===== config.mk =====
export PLATFORM = sky130hd
export DESIGN_NAME = obcd_top
export DESIGN_NICKNAME = d
export VERILOG_FILES = /design/src/pkg/obcd_pkg.sv /design/src/pkg/obcd_cfg_if.sv /design/src/verilog/obcd_loader.sv /design/src/verilog/obcd_top.sv
export SDC_FILE = /design/constraint.sdc
export NUM_CORES = 1
export LEC_CHECK = 0
export ABC_CLOCK_PERIOD_IN_PS = 2990
export BUFFER_PORTS_ARGS = -buffer_cell sky130_fd_sc_hd__buf_2
export CORE_UTILIZATION = 25
export DETAILED_ROUTE_END_ITERATION = 16
export SYNTH_ARGS = -nofsm -noshare
export SYNTH_HDL_FRONTEND = slang
export SYNTH_SLANG_ARGS = --single-unit

===== constraint.sdc =====
create_clock -name clk_i -period 2.99 [get_ports clk_i]
set_input_delay 0.4485 -clock clk_i [delete_from_list [all_inputs] [get_ports clk_i]]
set_output_delay 0.4485 -clock clk_i [all_outputs]
set_load 0.05 [all_outputs]

===== src/pkg/obcd_pkg.sv =====
// constants for the configuration byte decoder
package obcd_pkg;
    // register byte offsets on the avalon slave
    localparam logic [3:0] OFS_CFG_BYTE_ZERO = 4'h0;
    localparam logic [3:0] OFS_CFG_BYTE_ONE  = 4'h4;
    localparam logic [3:0] OFS_STATUS        = 4'h8;
    localparam logic [3:0] OFS_CONTROL       = 4'hC;

    // reset values of the two configuration bytes
    localparam logic [7:0] RST_CFG_BYTE_ZERO = 8'hFC;
    localparam logic [7:0] RST_CFG_BYTE_ONE  = 8'hEF;

    // field positions in configuration byte one
    localparam int POS_PLL_MULT   = 7;
    localparam int POS_PLL_BYPASS = 6;
    localparam int POS_RESERVED   = 5;
    localparam int POS_RC_DISABLE = 4;
    localparam int POS_VTH_HI     = 3;
    localparam int POS_VTH_LO     = 2;
    localparam int POS_WDG_SELECT = 1;
    localparam int POS_HALT_RESET = 0;

    // voltage threshold field encodings
    localparam logic [1:0] VTH_OFF    = 2'h3;
    localparam logic [1:0] VTH_HIGH   = 2'h2;
    localparam logic [1:0] VTH_MEDIUM = 2'h1;
    localparam logic [1:0] VTH_LOW    = 2'h0;

    // status register bits
    localparam int POS_ST_LOADED    = 0;
    localparam int POS_ST_RSV_ERROR = 1;
    localparam int POS_ST_WDG_ON    = 2;
    localparam int POS_ST_HALT_SEEN = 3;

    // control register bits
    localparam int POS_CT_WDG_SW_EN  = 0;
    localparam int POS_CT_HALT_CLEAR = 1;

    // non-volatile storage addresses of the two bytes
    localparam logic [7:0] NV_ADDR_BYTE_ZERO = 8'h00;
    localparam logic [7:0] NV_ADDR_BYTE_ONE  = 8'h01;

    // loader sequence, one-hot
    typedef enum logic [3:0] {
        LD_REQ0 = 4'h1,
        LD_REQ1 = 4'h2,
        LD_CAP1 = 4'h4,
        LD_DONE = 4'h8
    } obcd_ld_state_t;
endpackage


===== src/pkg/obcd_cfg_if.sv =====
// bundle carrying the loaded configuration bytes
`timescale 1ns/10ps
`default_nettype none
interface obcd_cfg_if;
    logic [7:0] byte_zero;
    logic [7:0] byte_one;
    logic       loaded;
    modport load (output byte_zero, output byte_one, output loaded);
    modport use_side (input byte_zero, input byte_one, input loaded);
endinterface
`default_nettype wire


===== src/verilog/obcd_loader.sv =====
// loader fetching both configuration bytes from storage after reset
`timescale 1ns/10ps
`default_nettype none
module obcd_loader
    import obcd_pkg::*;
(
    input  wire logic       clk_i,
    input  wire logic       rst_i,
    output logic            nv_rd_o,
    output logic [7:0]      nv_addr_o,
    input  wire logic [7:0] nv_data_i,
    obcd_cfg_if.load        cfg
);
    obcd_ld_state_t state;

    // sequence: address byte 0, capture it and address byte 1, capture
    always_ff @(posedge clk_i)
    begin
        if (rst_i)
            state <= LD_REQ0;
        else
        begin
            case (state)
                LD_REQ0: state <= LD_REQ1;
                LD_REQ1: state <= LD_CAP1;
                LD_CAP1: state <= LD_DONE;
                LD_DONE: state <= LD_DONE;
                default: state <= LD_REQ0;
            endcase
        end
    end

    // storage answers one cycle after the address
    always_comb
    begin
        nv_rd_o   = (state == LD_REQ0) || (state == LD_REQ1);
        nv_addr_o = (state == LD_REQ1) ? NV_ADDR_BYTE_ONE
                                       : NV_ADDR_BYTE_ZERO;
    end

    // bytes take only the reload, then freeze until the next reset
    always_ff @(posedge clk_i)
    begin
        if (rst_i)
        begin
            cfg.byte_zero <= RST_CFG_BYTE_ZERO;
            cfg.byte_one  <= RST_CFG_BYTE_ONE;
            cfg.loaded    <= 1'b0;
        end
        else
        begin
            if (state == LD_REQ1)
                cfg.byte_zero <= nv_data_i;
            if (state == LD_CAP1)
            begin
                cfg.byte_one <= nv_data_i;
                cfg.loaded   <= 1'b1;
            end
        end
    end
endmodule
`default_nettype wire


===== src/verilog/obcd_top.sv =====
// configuration byte decoder with avalon register slave
//
// Notes on behaviour
// - pll factor bit: 0 times four, 1 eight
// - bypass bit 0 enables pll, 1 bypasses
// - oscillator bit 0 rc on, 1 off
// - threshold field: 11 off, 10/01/00 high-med-low
// - watchdog bit 0 hardware, 1 software enabled
// - halt-reset bit 1 resets on halt entry
`timescale 1ns/10ps
`default_nettype none
module obcd_top
    import obcd_pkg::*;
(
    input  wire logic        clk_i,
    input  wire logic        rst_i,
    // avalon-mm slave
    input  wire logic [3:0]  avs_address,
    input  wire logic        avs_read,
    input  wire logic        avs_write,
    input  wire logic [3:0]  avs_byteenable,
    input  wire logic [31:0] avs_writedata,
    output logic [31:0]      avs_readdata,
    output logic             avs_waitrequest,
    // non-volatile storage read port
    output logic             nv_rd_o,
    output logic [7:0]       nv_addr_o,
    input  wire logic [7:0]  nv_data_i,
    // halt entry strobe from the core
    input  wire logic        halt_entry_i,
    // decoded settings
    output logic             settings_valid_o,
    output logic             pll_mult_eight_o,
    output logic             pll_enable_o,
    output logic             pll_bypass_o,
    output logic             rc_osc_enable_o,
    output logic             voltage_detect_enable_o,
    output logic             supply_warning_enable_o,
    output logic [2:0]       voltage_threshold_select_o,
    output logic             watchdog_hw_mode_o,
    output logic             watchdog_enable_o,
    output logic             halt_reset_o
);
    obcd_cfg_if cfg ();

    logic       ack;
    logic       bus_req;
    logic       wdg_sw_en;
    logic       halt_seen;
    logic       rsv_error;
    logic [7:0] opt;

    // one-hot threshold: bit2 high, bit1 medium, bit0 lowest; 0 off
    function automatic logic [2:0] vth_decode(input logic [1:0] f);
        logic [2:0] r;
        r = 3'h0;
        case (f)
            VTH_HIGH:   r = 3'h4;
            VTH_MEDIUM: r = 3'h2;
            VTH_LOW:    r = 3'h1;
            default:    r = 3'h0;
        endcase
        return r;
    endfunction

    // register index from byte address
    function automatic logic is_reg(input logic [3:0] a,
                                    input logic [3:0] ofs);
        return a[3:2] == ofs[3:2];
    endfunction

    obcd_loader u_loader (
        .clk_i     (clk_i),
        .rst_i     (rst_i),
        .nv_rd_o   (nv_rd_o),
        .nv_addr_o (nv_addr_o),
        .nv_data_i (nv_data_i),
        .cfg       (cfg)
    );

    assign opt = cfg.byte_one;

    // decoded settings, registered; static once the load completes
    always_ff @(posedge clk_i)
    begin
        if (rst_i)
        begin
            settings_valid_o           <= 1'b0;
            pll_mult_eight_o           <= RST_CFG_BYTE_ONE[POS_PLL_MULT];
            pll_bypass_o               <= RST_CFG_BYTE_ONE[POS_PLL_BYPASS];
            pll_enable_o               <= ~RST_CFG_BYTE_ONE[POS_PLL_BYPASS];
            rc_osc_enable_o            <= ~RST_CFG_BYTE_ONE[POS_RC_DISABLE];
            voltage_detect_enable_o    <= 1'b0;
            supply_warning_enable_o    <= 1'b0;
            voltage_threshold_select_o <= 3'h0;
            watchdog_hw_mode_o         <= 1'b0;
        end
        else
        begin
            settings_valid_o           <= cfg.loaded;
            pll_mult_eight_o           <= opt[POS_PLL_MULT];
            pll_bypass_o               <= opt[POS_PLL_BYPASS];
            pll_enable_o               <= ~opt[POS_PLL_BYPASS];
            rc_osc_enable_o            <= ~opt[POS_RC_DISABLE];
            voltage_detect_enable_o    <=
                opt[POS_VTH_HI:POS_VTH_LO] != VTH_OFF;
            supply_warning_enable_o    <=
                opt[POS_VTH_HI:POS_VTH_LO] != VTH_OFF;
            voltage_threshold_select_o <=
                vth_decode(opt[POS_VTH_HI:POS_VTH_LO]);
            // hardware mode only once a real byte is in
            watchdog_hw_mode_o <= cfg.loaded & ~opt[POS_WDG_SELECT];
        end
    end

    // watchdog runs in hardware mode or once software enables it
    always_ff @(posedge clk_i)
    begin
        if (rst_i)
            watchdog_enable_o <= 1'b0;
        else
            watchdog_enable_o <= cfg.loaded &
                (~opt[POS_WDG_SELECT] | wdg_sw_en);
    end

    // reset request on halt entry; suppressed before the load ends
    always_ff @(posedge clk_i)
    begin
        if (rst_i)
            halt_reset_o <= 1'b0;
        else
            halt_reset_o <= halt_entry_i & cfg.loaded &
                            opt[POS_HALT_RESET];
    end

    // avalon handshake: one wait cycle, answer in the second
    assign bus_req         = avs_read | avs_write;
    assign avs_waitrequest = bus_req & ~ack;

    always_ff @(posedge clk_i)
    begin
        if (rst_i)
            ack <= 1'b0;
        else
            ack <= bus_req & ~ack;
    end

    // software enable is set-only: the watchdog cannot be stopped
    always_ff @(posedge clk_i)
    begin
        if (rst_i)
            wdg_sw_en <= 1'b0;
        else if (avs_write && ack && avs_byteenable[0]
                 && is_reg(avs_address, OFS_CONTROL)
                 && avs_writedata[POS_CT_WDG_SW_EN])
            wdg_sw_en <= 1'b1;
    end

    // sticky halt-reset record; a new event beats the clear
    always_ff @(posedge clk_i)
    begin
        if (rst_i)
            halt_seen <= 1'b0;
        else if (halt_reset_o)
            halt_seen <= 1'b1;
        else if (avs_write && ack && avs_byteenable[0]
                 && is_reg(avs_address, OFS_CONTROL)
                 && avs_writedata[POS_CT_HALT_CLEAR])
            halt_seen <= 1'b0;
    end

    // programmer must leave the reserved bit set; flag it if not
    always_ff @(posedge clk_i)
    begin
        if (rst_i)
            rsv_error <= 1'b0;
        else
            rsv_error <= cfg.loaded & ~opt[POS_RESERVED];
    end

    // read data captured in the wait cycle; every other address reads the control register
    always_ff @(posedge clk_i)
    begin
        if (rst_i)
            avs_readdata <= 32'h0;
        else if (avs_read && !ack)
        begin
            avs_readdata <= 32'h0;
            if (is_reg(avs_address, OFS_CFG_BYTE_ZERO))
                avs_readdata <= {24'h0, cfg.byte_zero};
            else if (is_reg(avs_address, OFS_CFG_BYTE_ONE))
                avs_readdata <= {24'h0, cfg.byte_one};
            else if (is_reg(avs_address, OFS_STATUS))
                avs_readdata <= {28'h0, halt_seen, watchdog_enable_o,
                                 rsv_error, cfg.loaded};
            else
                avs_readdata <= {30'h0, 1'b0, wdg_sw_en};
        end
    end
endmodule
`default_nettype wire


# After elaboration in Yosys (flattened, before gate mapping)
# Cells that the tools add are included.
dict set report word_totals {
  out_inout_bits 55
  reg_bits 69
  wordCells 62
  input_bits 53
}
dict set report op_classes {
  n_reduce_logical 12
  bitwise 13
  muxes 8
  n_eq_ne 10
}
# op n
set ops {}
lappend ops {{$mux W8} 2}
lappend ops {{$pmux W4 S3} 1}
lappend ops {{$pmux W3 S3} 1}
lappend ops {{$and A1 B1 Y1} 6}
lappend ops {{$eq A2 B2 Y1 const B} 3}
lappend ops {{$logic_and A1 B1 Y1} 6}
lappend ops {{$not A1 Y1} 5}
lappend ops {{$eq A2 B1 Y1 const B} 2}
lappend ops {{$eq A4 B1 Y1 const B} 1}
lappend ops {{$eq A4 B2 Y1 const B} 1}
lappend ops {{$eq A4 B3 Y1 const B} 1}
lappend ops {{$eq A4 B4 Y1 const B} 1}
lappend ops {{$logic_not A2 Y1} 2}
lappend ops {{$mux W4} 1}
lappend ops {{$mux W1} 3}
lappend ops {{$ne A2 B2 Y1 const B} 1}
lappend ops {{$or A1 B1 Y1} 2}
lappend ops {{$reduce_bool A2 Y1} 1}
lappend ops {{$reduce_or A2 Y1} 1}
lappend ops {{$logic_not A1 Y1} 1}
lappend ops {{$logic_or A1 B1 Y1} 1}

# Longest topological paths before layout
dict set report logic_depth {
  word_depth 6
  depth_mapped 4
  ltp_nobuf 3
}

# By module
# Synthesis repeated with hierarchy kept, for this count alone.
dict set report unflattened {
  cells_unflattened 188
  hier_area_um2 1929.4
}
# module area_per_inst_um2 cells_per_inst seq_area_each_um2 n_inst
set modules_own_cells {}
lappend modules_own_cells {obcd_top 1073.5 111 480.5 1}
lappend modules_own_cells {obcd_loader 855.8 77 420.4 1}

# Worst setup path before layout
# No wires, ideal clock.
dict set report synth_path {
  path_type {reg2out}
  startpoint {register u_loader.state[0]}
  endpoint {output nv_rd_o}
  t_required_ps 2542
  stages_incl_launch_ff 3
  t_arrival_ps 1591
  path_buffers 0
  slack_ps 951
  cell_sequence {dfxtp_1 > xnor2_1 > nor3_1}
}
dict set report synth_via {
  elab_chain_len 2
  elab_cells_between_ends 3
  classes_between {eq/ne: 2; reduce/logical: 1}
}
# item line_no
set synth_rtl {}
lappend synth_rtl {{start: declaration} obcd_loader.sv:14} ;# obcd_ld_state_t state;
lappend synth_rtl {{start signal: assignment} obcd_loader.sv:20} ;# state <= LD_REQ0;
lappend synth_rtl {{start signal: assignment} obcd_loader.sv:24} ;# LD_REQ0: state <= LD_REQ1;
lappend synth_rtl {{start signal: assignment} obcd_loader.sv:25} ;# LD_REQ1: state <= LD_CAP1;
lappend synth_rtl {{$eq A4 B1 Y1 / $eq A4 B2 Y1 (equally long branches)} obcd_loader.sv:36} ;# nv_rd_o = (state == LD_REQ0) || (state == LD_REQ1);
lappend synth_rtl {{$logic_or A1 B1 Y1 (*)} obcd_loader.sv:36}
lappend synth_rtl {{end: declaration} obcd_top.sv:26} ;# output logic nv_rd_o,
# Every way passes the cells marked *; elsewhere a longest branch is shown, timed or not.

# Worst setup path after layout
# Ends and elaborated chain as after synthesis.

==> impl_metrics.env <==
export IMPL_final_layout_size_suffix_gt1_share_pct=28.1
export IMPL_synth_seq_cells=45
export IMPL_port_buffers=41
export IMPL_area_growth_pct=13.4
export IMPL_grt_use_met3_pct=3.88
export IMPL_gr_usage_all_layers_pct=9.54
export IMPL_finalSetupViolations=0
export IMPL_synth_top_cells_by_area="sky130_fd_sc_hd__dfxtp_1 47%, sky130_fd_sc_hd__buf_4 13%, sky130_fd_sc_hd__nor2b_1 4.9%"
export IMPL_place_detailed_hpwl_um=2610
export IMPL_synth_edf_count=0
export IMPL_total_clock_buffers_created_by_cts=5
export IMPL_worst_ep_arrival_time_ps=1370
export IMPL_critical_path_buf_inv_count=1
export IMPL_path_cells="xnor2_1 > nor3_1 > buf_2"
export IMPL_run_status="finished clean"
export IMPL_cts_hold_repair_buffers=0
export IMPL_time_the_final_worst_path_needs_with_i_o_delays_and_setup_ps=1820
export IMPL_max_slew_margin_pct=44.1
export IMPL_gpl_final_weighted_congestion=0.675
export IMPL_timing_setup_tns_ps=0
export IMPL_initial_core_util_pct=26.1
export IMPL_timing_fmax_mhz=550
export IMPL_setup_worst_path_end_class="output port"
export IMPL_finalHoldViolations=0
export IMPL_drt_iter0_drc=66
export IMPL_cp_required_ps=2540
export IMPL_clk_transition_reported_paths_ps=90
export IMPL_ios=108
export IMPL_synth_cells_most_frequent="45 x sky130_fd_sc_hd__dfxtp_1, 33 x sky130_fd_sc_hd__buf_4, 16 x sky130_fd_sc_hd__nor2_1, 15 x sky130_fd_sc_hd__nor2b_1, 8 x sky130_fd_sc_hd__a211o_1"
export IMPL_synth_largest_area_cell="sky130_fd_sc_hd__dfxtp_1"
export IMPL_synth_cell_area_um2=1910
export IMPL_grt_setup_unrepaired="no"
export IMPL_totalPowerFinal_mw=1.32
export IMPL_cts_sinks=45
export IMPL_crit_path_start_kind="flip-flop"
export IMPL_floorplan_die_height_um=89.5
export IMPL_drt_drc_violations_left=0
export IMPL_synth_sequential_area_ratio_pct=47.1
export IMPL_tightestPinTransition_ps=835
export IMPL_hold_path_class="input port to flip-flop"
export IMPL_num_fill_cells=795
export IMPL_clock_skew_ps=8.51
export IMPL_postLayoutCoreUtil_pct=29.6
export IMPL_dr_total_vias=1299
export IMPL_initial_antenna_violation_count=0
export IMPL_floorplan_core_area_um2=7330
export IMPL_seqCellArea_um2=901
export IMPL_areal_power_density_over_the_cells_nw_per_um2=611
export IMPL_yosysTopAreaCellShare_pct=47.1
export IMPL_vdd_ir_drop_worst_mv=0.249
export IMPL_grt_first_pass_wirelength_um=5600
export IMPL_post_synth_top_count_cell="sky130_fd_sc_hd__dfxtp_1"
export IMPL_gr_usage_met2_pct=13.9
export IMPL_worst_r2r_path_depth=3
export IMPL_routed_wl_um=3660
export IMPL_cts_buffer_depth=2
export IMPL_root_buffer_cell="sky130_fd_sc_hd__clkbuf_8"
export IMPL_syn_area_per_cell_um2=10.2
export IMPL_timing_critical_path_slowest_stage_cell="sky130_fd_sc_hd__dfxtp_1"
export IMPL_async_flop_share_pct=0
export IMPL_synthDistinctLibCells=31
export IMPL_fin_nets=280
export IMPL_critical_path_max_stage_delay_ps=500
export IMPL_post_drt_via_cell_ratio=3.97
export IMPL_antenna_violating_nets_post_route=0
export IMPL_first_global_vias=1126
export IMPL_grt_busiest_layer="met2"
export IMPL_critical_path_maximum_fanout=5
export IMPL_std_cell_rows=31
export IMPL_pre_cts_slack_ps=1240
export IMPL_final_min_period_over_clock_period_pct=60.8
export IMPL_clkLatencyLatePin_ps=300
export IMPL_drv_max_cap_violation_count=0
export IMPL_tritoncts="done"
export IMPL_dr_pass1_iters=3
export IMPL_routed_wire_length_per_instance_um=11.2
export IMPL_multi_input_area_um2=823
export IMPL_die_area_um2=8010
export IMPL_chipWidth_um=89.5
export IMPL_grt_start_max_net_pins=40
export IMPL_setup_worst_path_class="flip-flop to output port"
export IMPL_final_critical_path_setup_slack_ps=1170
export IMPL_post_cts_setup_buffer_count=0
export IMPL_postCtsResizedCells=0
export IMPL_worst_path_stages=3
export IMPL_h_tree_depth=2
export IMPL_yosys_warnings=0
export IMPL_gate_count_after_technology_mapping=187
export IMPL_static_leakage_power_nw=0.915
export IMPL_grt_use_met1_pct=12.8
export IMPL_final_max_slew_violation_count=0
export IMPL_hold_path_depth=2
export IMPL_antennaDiodeCount=0
export IMPL_synth_ff_type="sky130_fd_sc_hd__dfxtp_1"
export IMPL_gr_overflow_total=0
export IMPL_path_delay_family="flip-flops"
## worst register-to-register path, stage by stage, from the launching register on
cell and delay (ps):
sky130_fd_sc_hd__dfxtp_1 470, sky130_fd_sc_hd__nor4b_4 750, sky130_fd_sc_hd__nor2b_1 100, sky130_fd_sc_hd__a211o_2 320
## layer usage
layer	vias up	wire length [um]
li1	655	-
met1	592	1720
met2	48	1640
met3	4	264
met4	0	35
met5	-	0
## cell type report
cell class / count / share of cell area [%]
clock inverters: 2 / 0.461
well taps: 99 / 5.71
clock buffers: 6 / 3.34
repair buffers: 43 / 10.1
multi-input cells: 127 / 37.9
flip-flops and latches: 45 / 41.5
inverters: 5 / 0.865
## final timing paths
check	startpoint	to	slack, ps
min reg2reg	u_loader.cfg.byte_one[4]$_SDFFE_PP0N_	rc_osc_enable_o$_SDFF_PP1_	440
max reg2reg	u_loader.state[2]$_SDFF_PP0_	u_loader.cfg.byte_one[2]$_SDFFE_PP1N_	1240
min	nv_data_i[1]	u_loader.cfg.byte_one[1]$_SDFFE_PP1N_	370
max	u_loader.state[0]$_SDFF_PP1_	nv_rd_o	1170
## through the flow
stage                     hold WS, ps  cell area [um2]  std cells
after CTS                         366             2170        327
final                             369             2170        327
after global placement            406             2090        319
after detailed placement          426             2090        319
after floorplan                   379             2030        217
after global routing              367             2170        327
## flip-flops by register name, summed over array words and instances, names as in the netlist, 3 cells and up
register / flops
u_loader.state: 4
u_loader.cfg.byte_one: 8
u_loader.cfg.byte_zero: 8
avs_readdata: 8
voltage_threshold_select_o: 3
## placed cells by master (no fill, tap or decap), drive strengths merged, types with 2 or more instances in the layout
master and n:
a22oi 4, dfxtp 45, buf 43, inv 5
nor3 4, or2 2, xnor2 2, nor4 2
nor4b 2, mux2i 6, a21oi 5, a2bb2oi 3
conb 31, nor2 16, mux2 4, clkinv 2
and3 2, nand2b 3, nor2b 15, nor3b 3
clkbuf 6, nand2 2, a211o 13, a211oi 3
## cell families (layout without fill, tap and decap cells)
family          after synthesis  after routing  synth area share [%]
other cells                   1             31                 0.196
buf+inv                      45             56                  15.8
flops                        45             45                  47.1
simple gates                 54             54                  17.1
xor+xnor                      2              2                 0.916
mux                          11             11                  6.67
compound gates               29             29                  12.2
## where the power goes
group | switching, mW | internal, mW
clock network | 0.199 | 0.162
registers | 0.0309 | 0.632
logic | 0.220 | 0.0808
No activity file was read; power rests on OpenSTA's default activity.
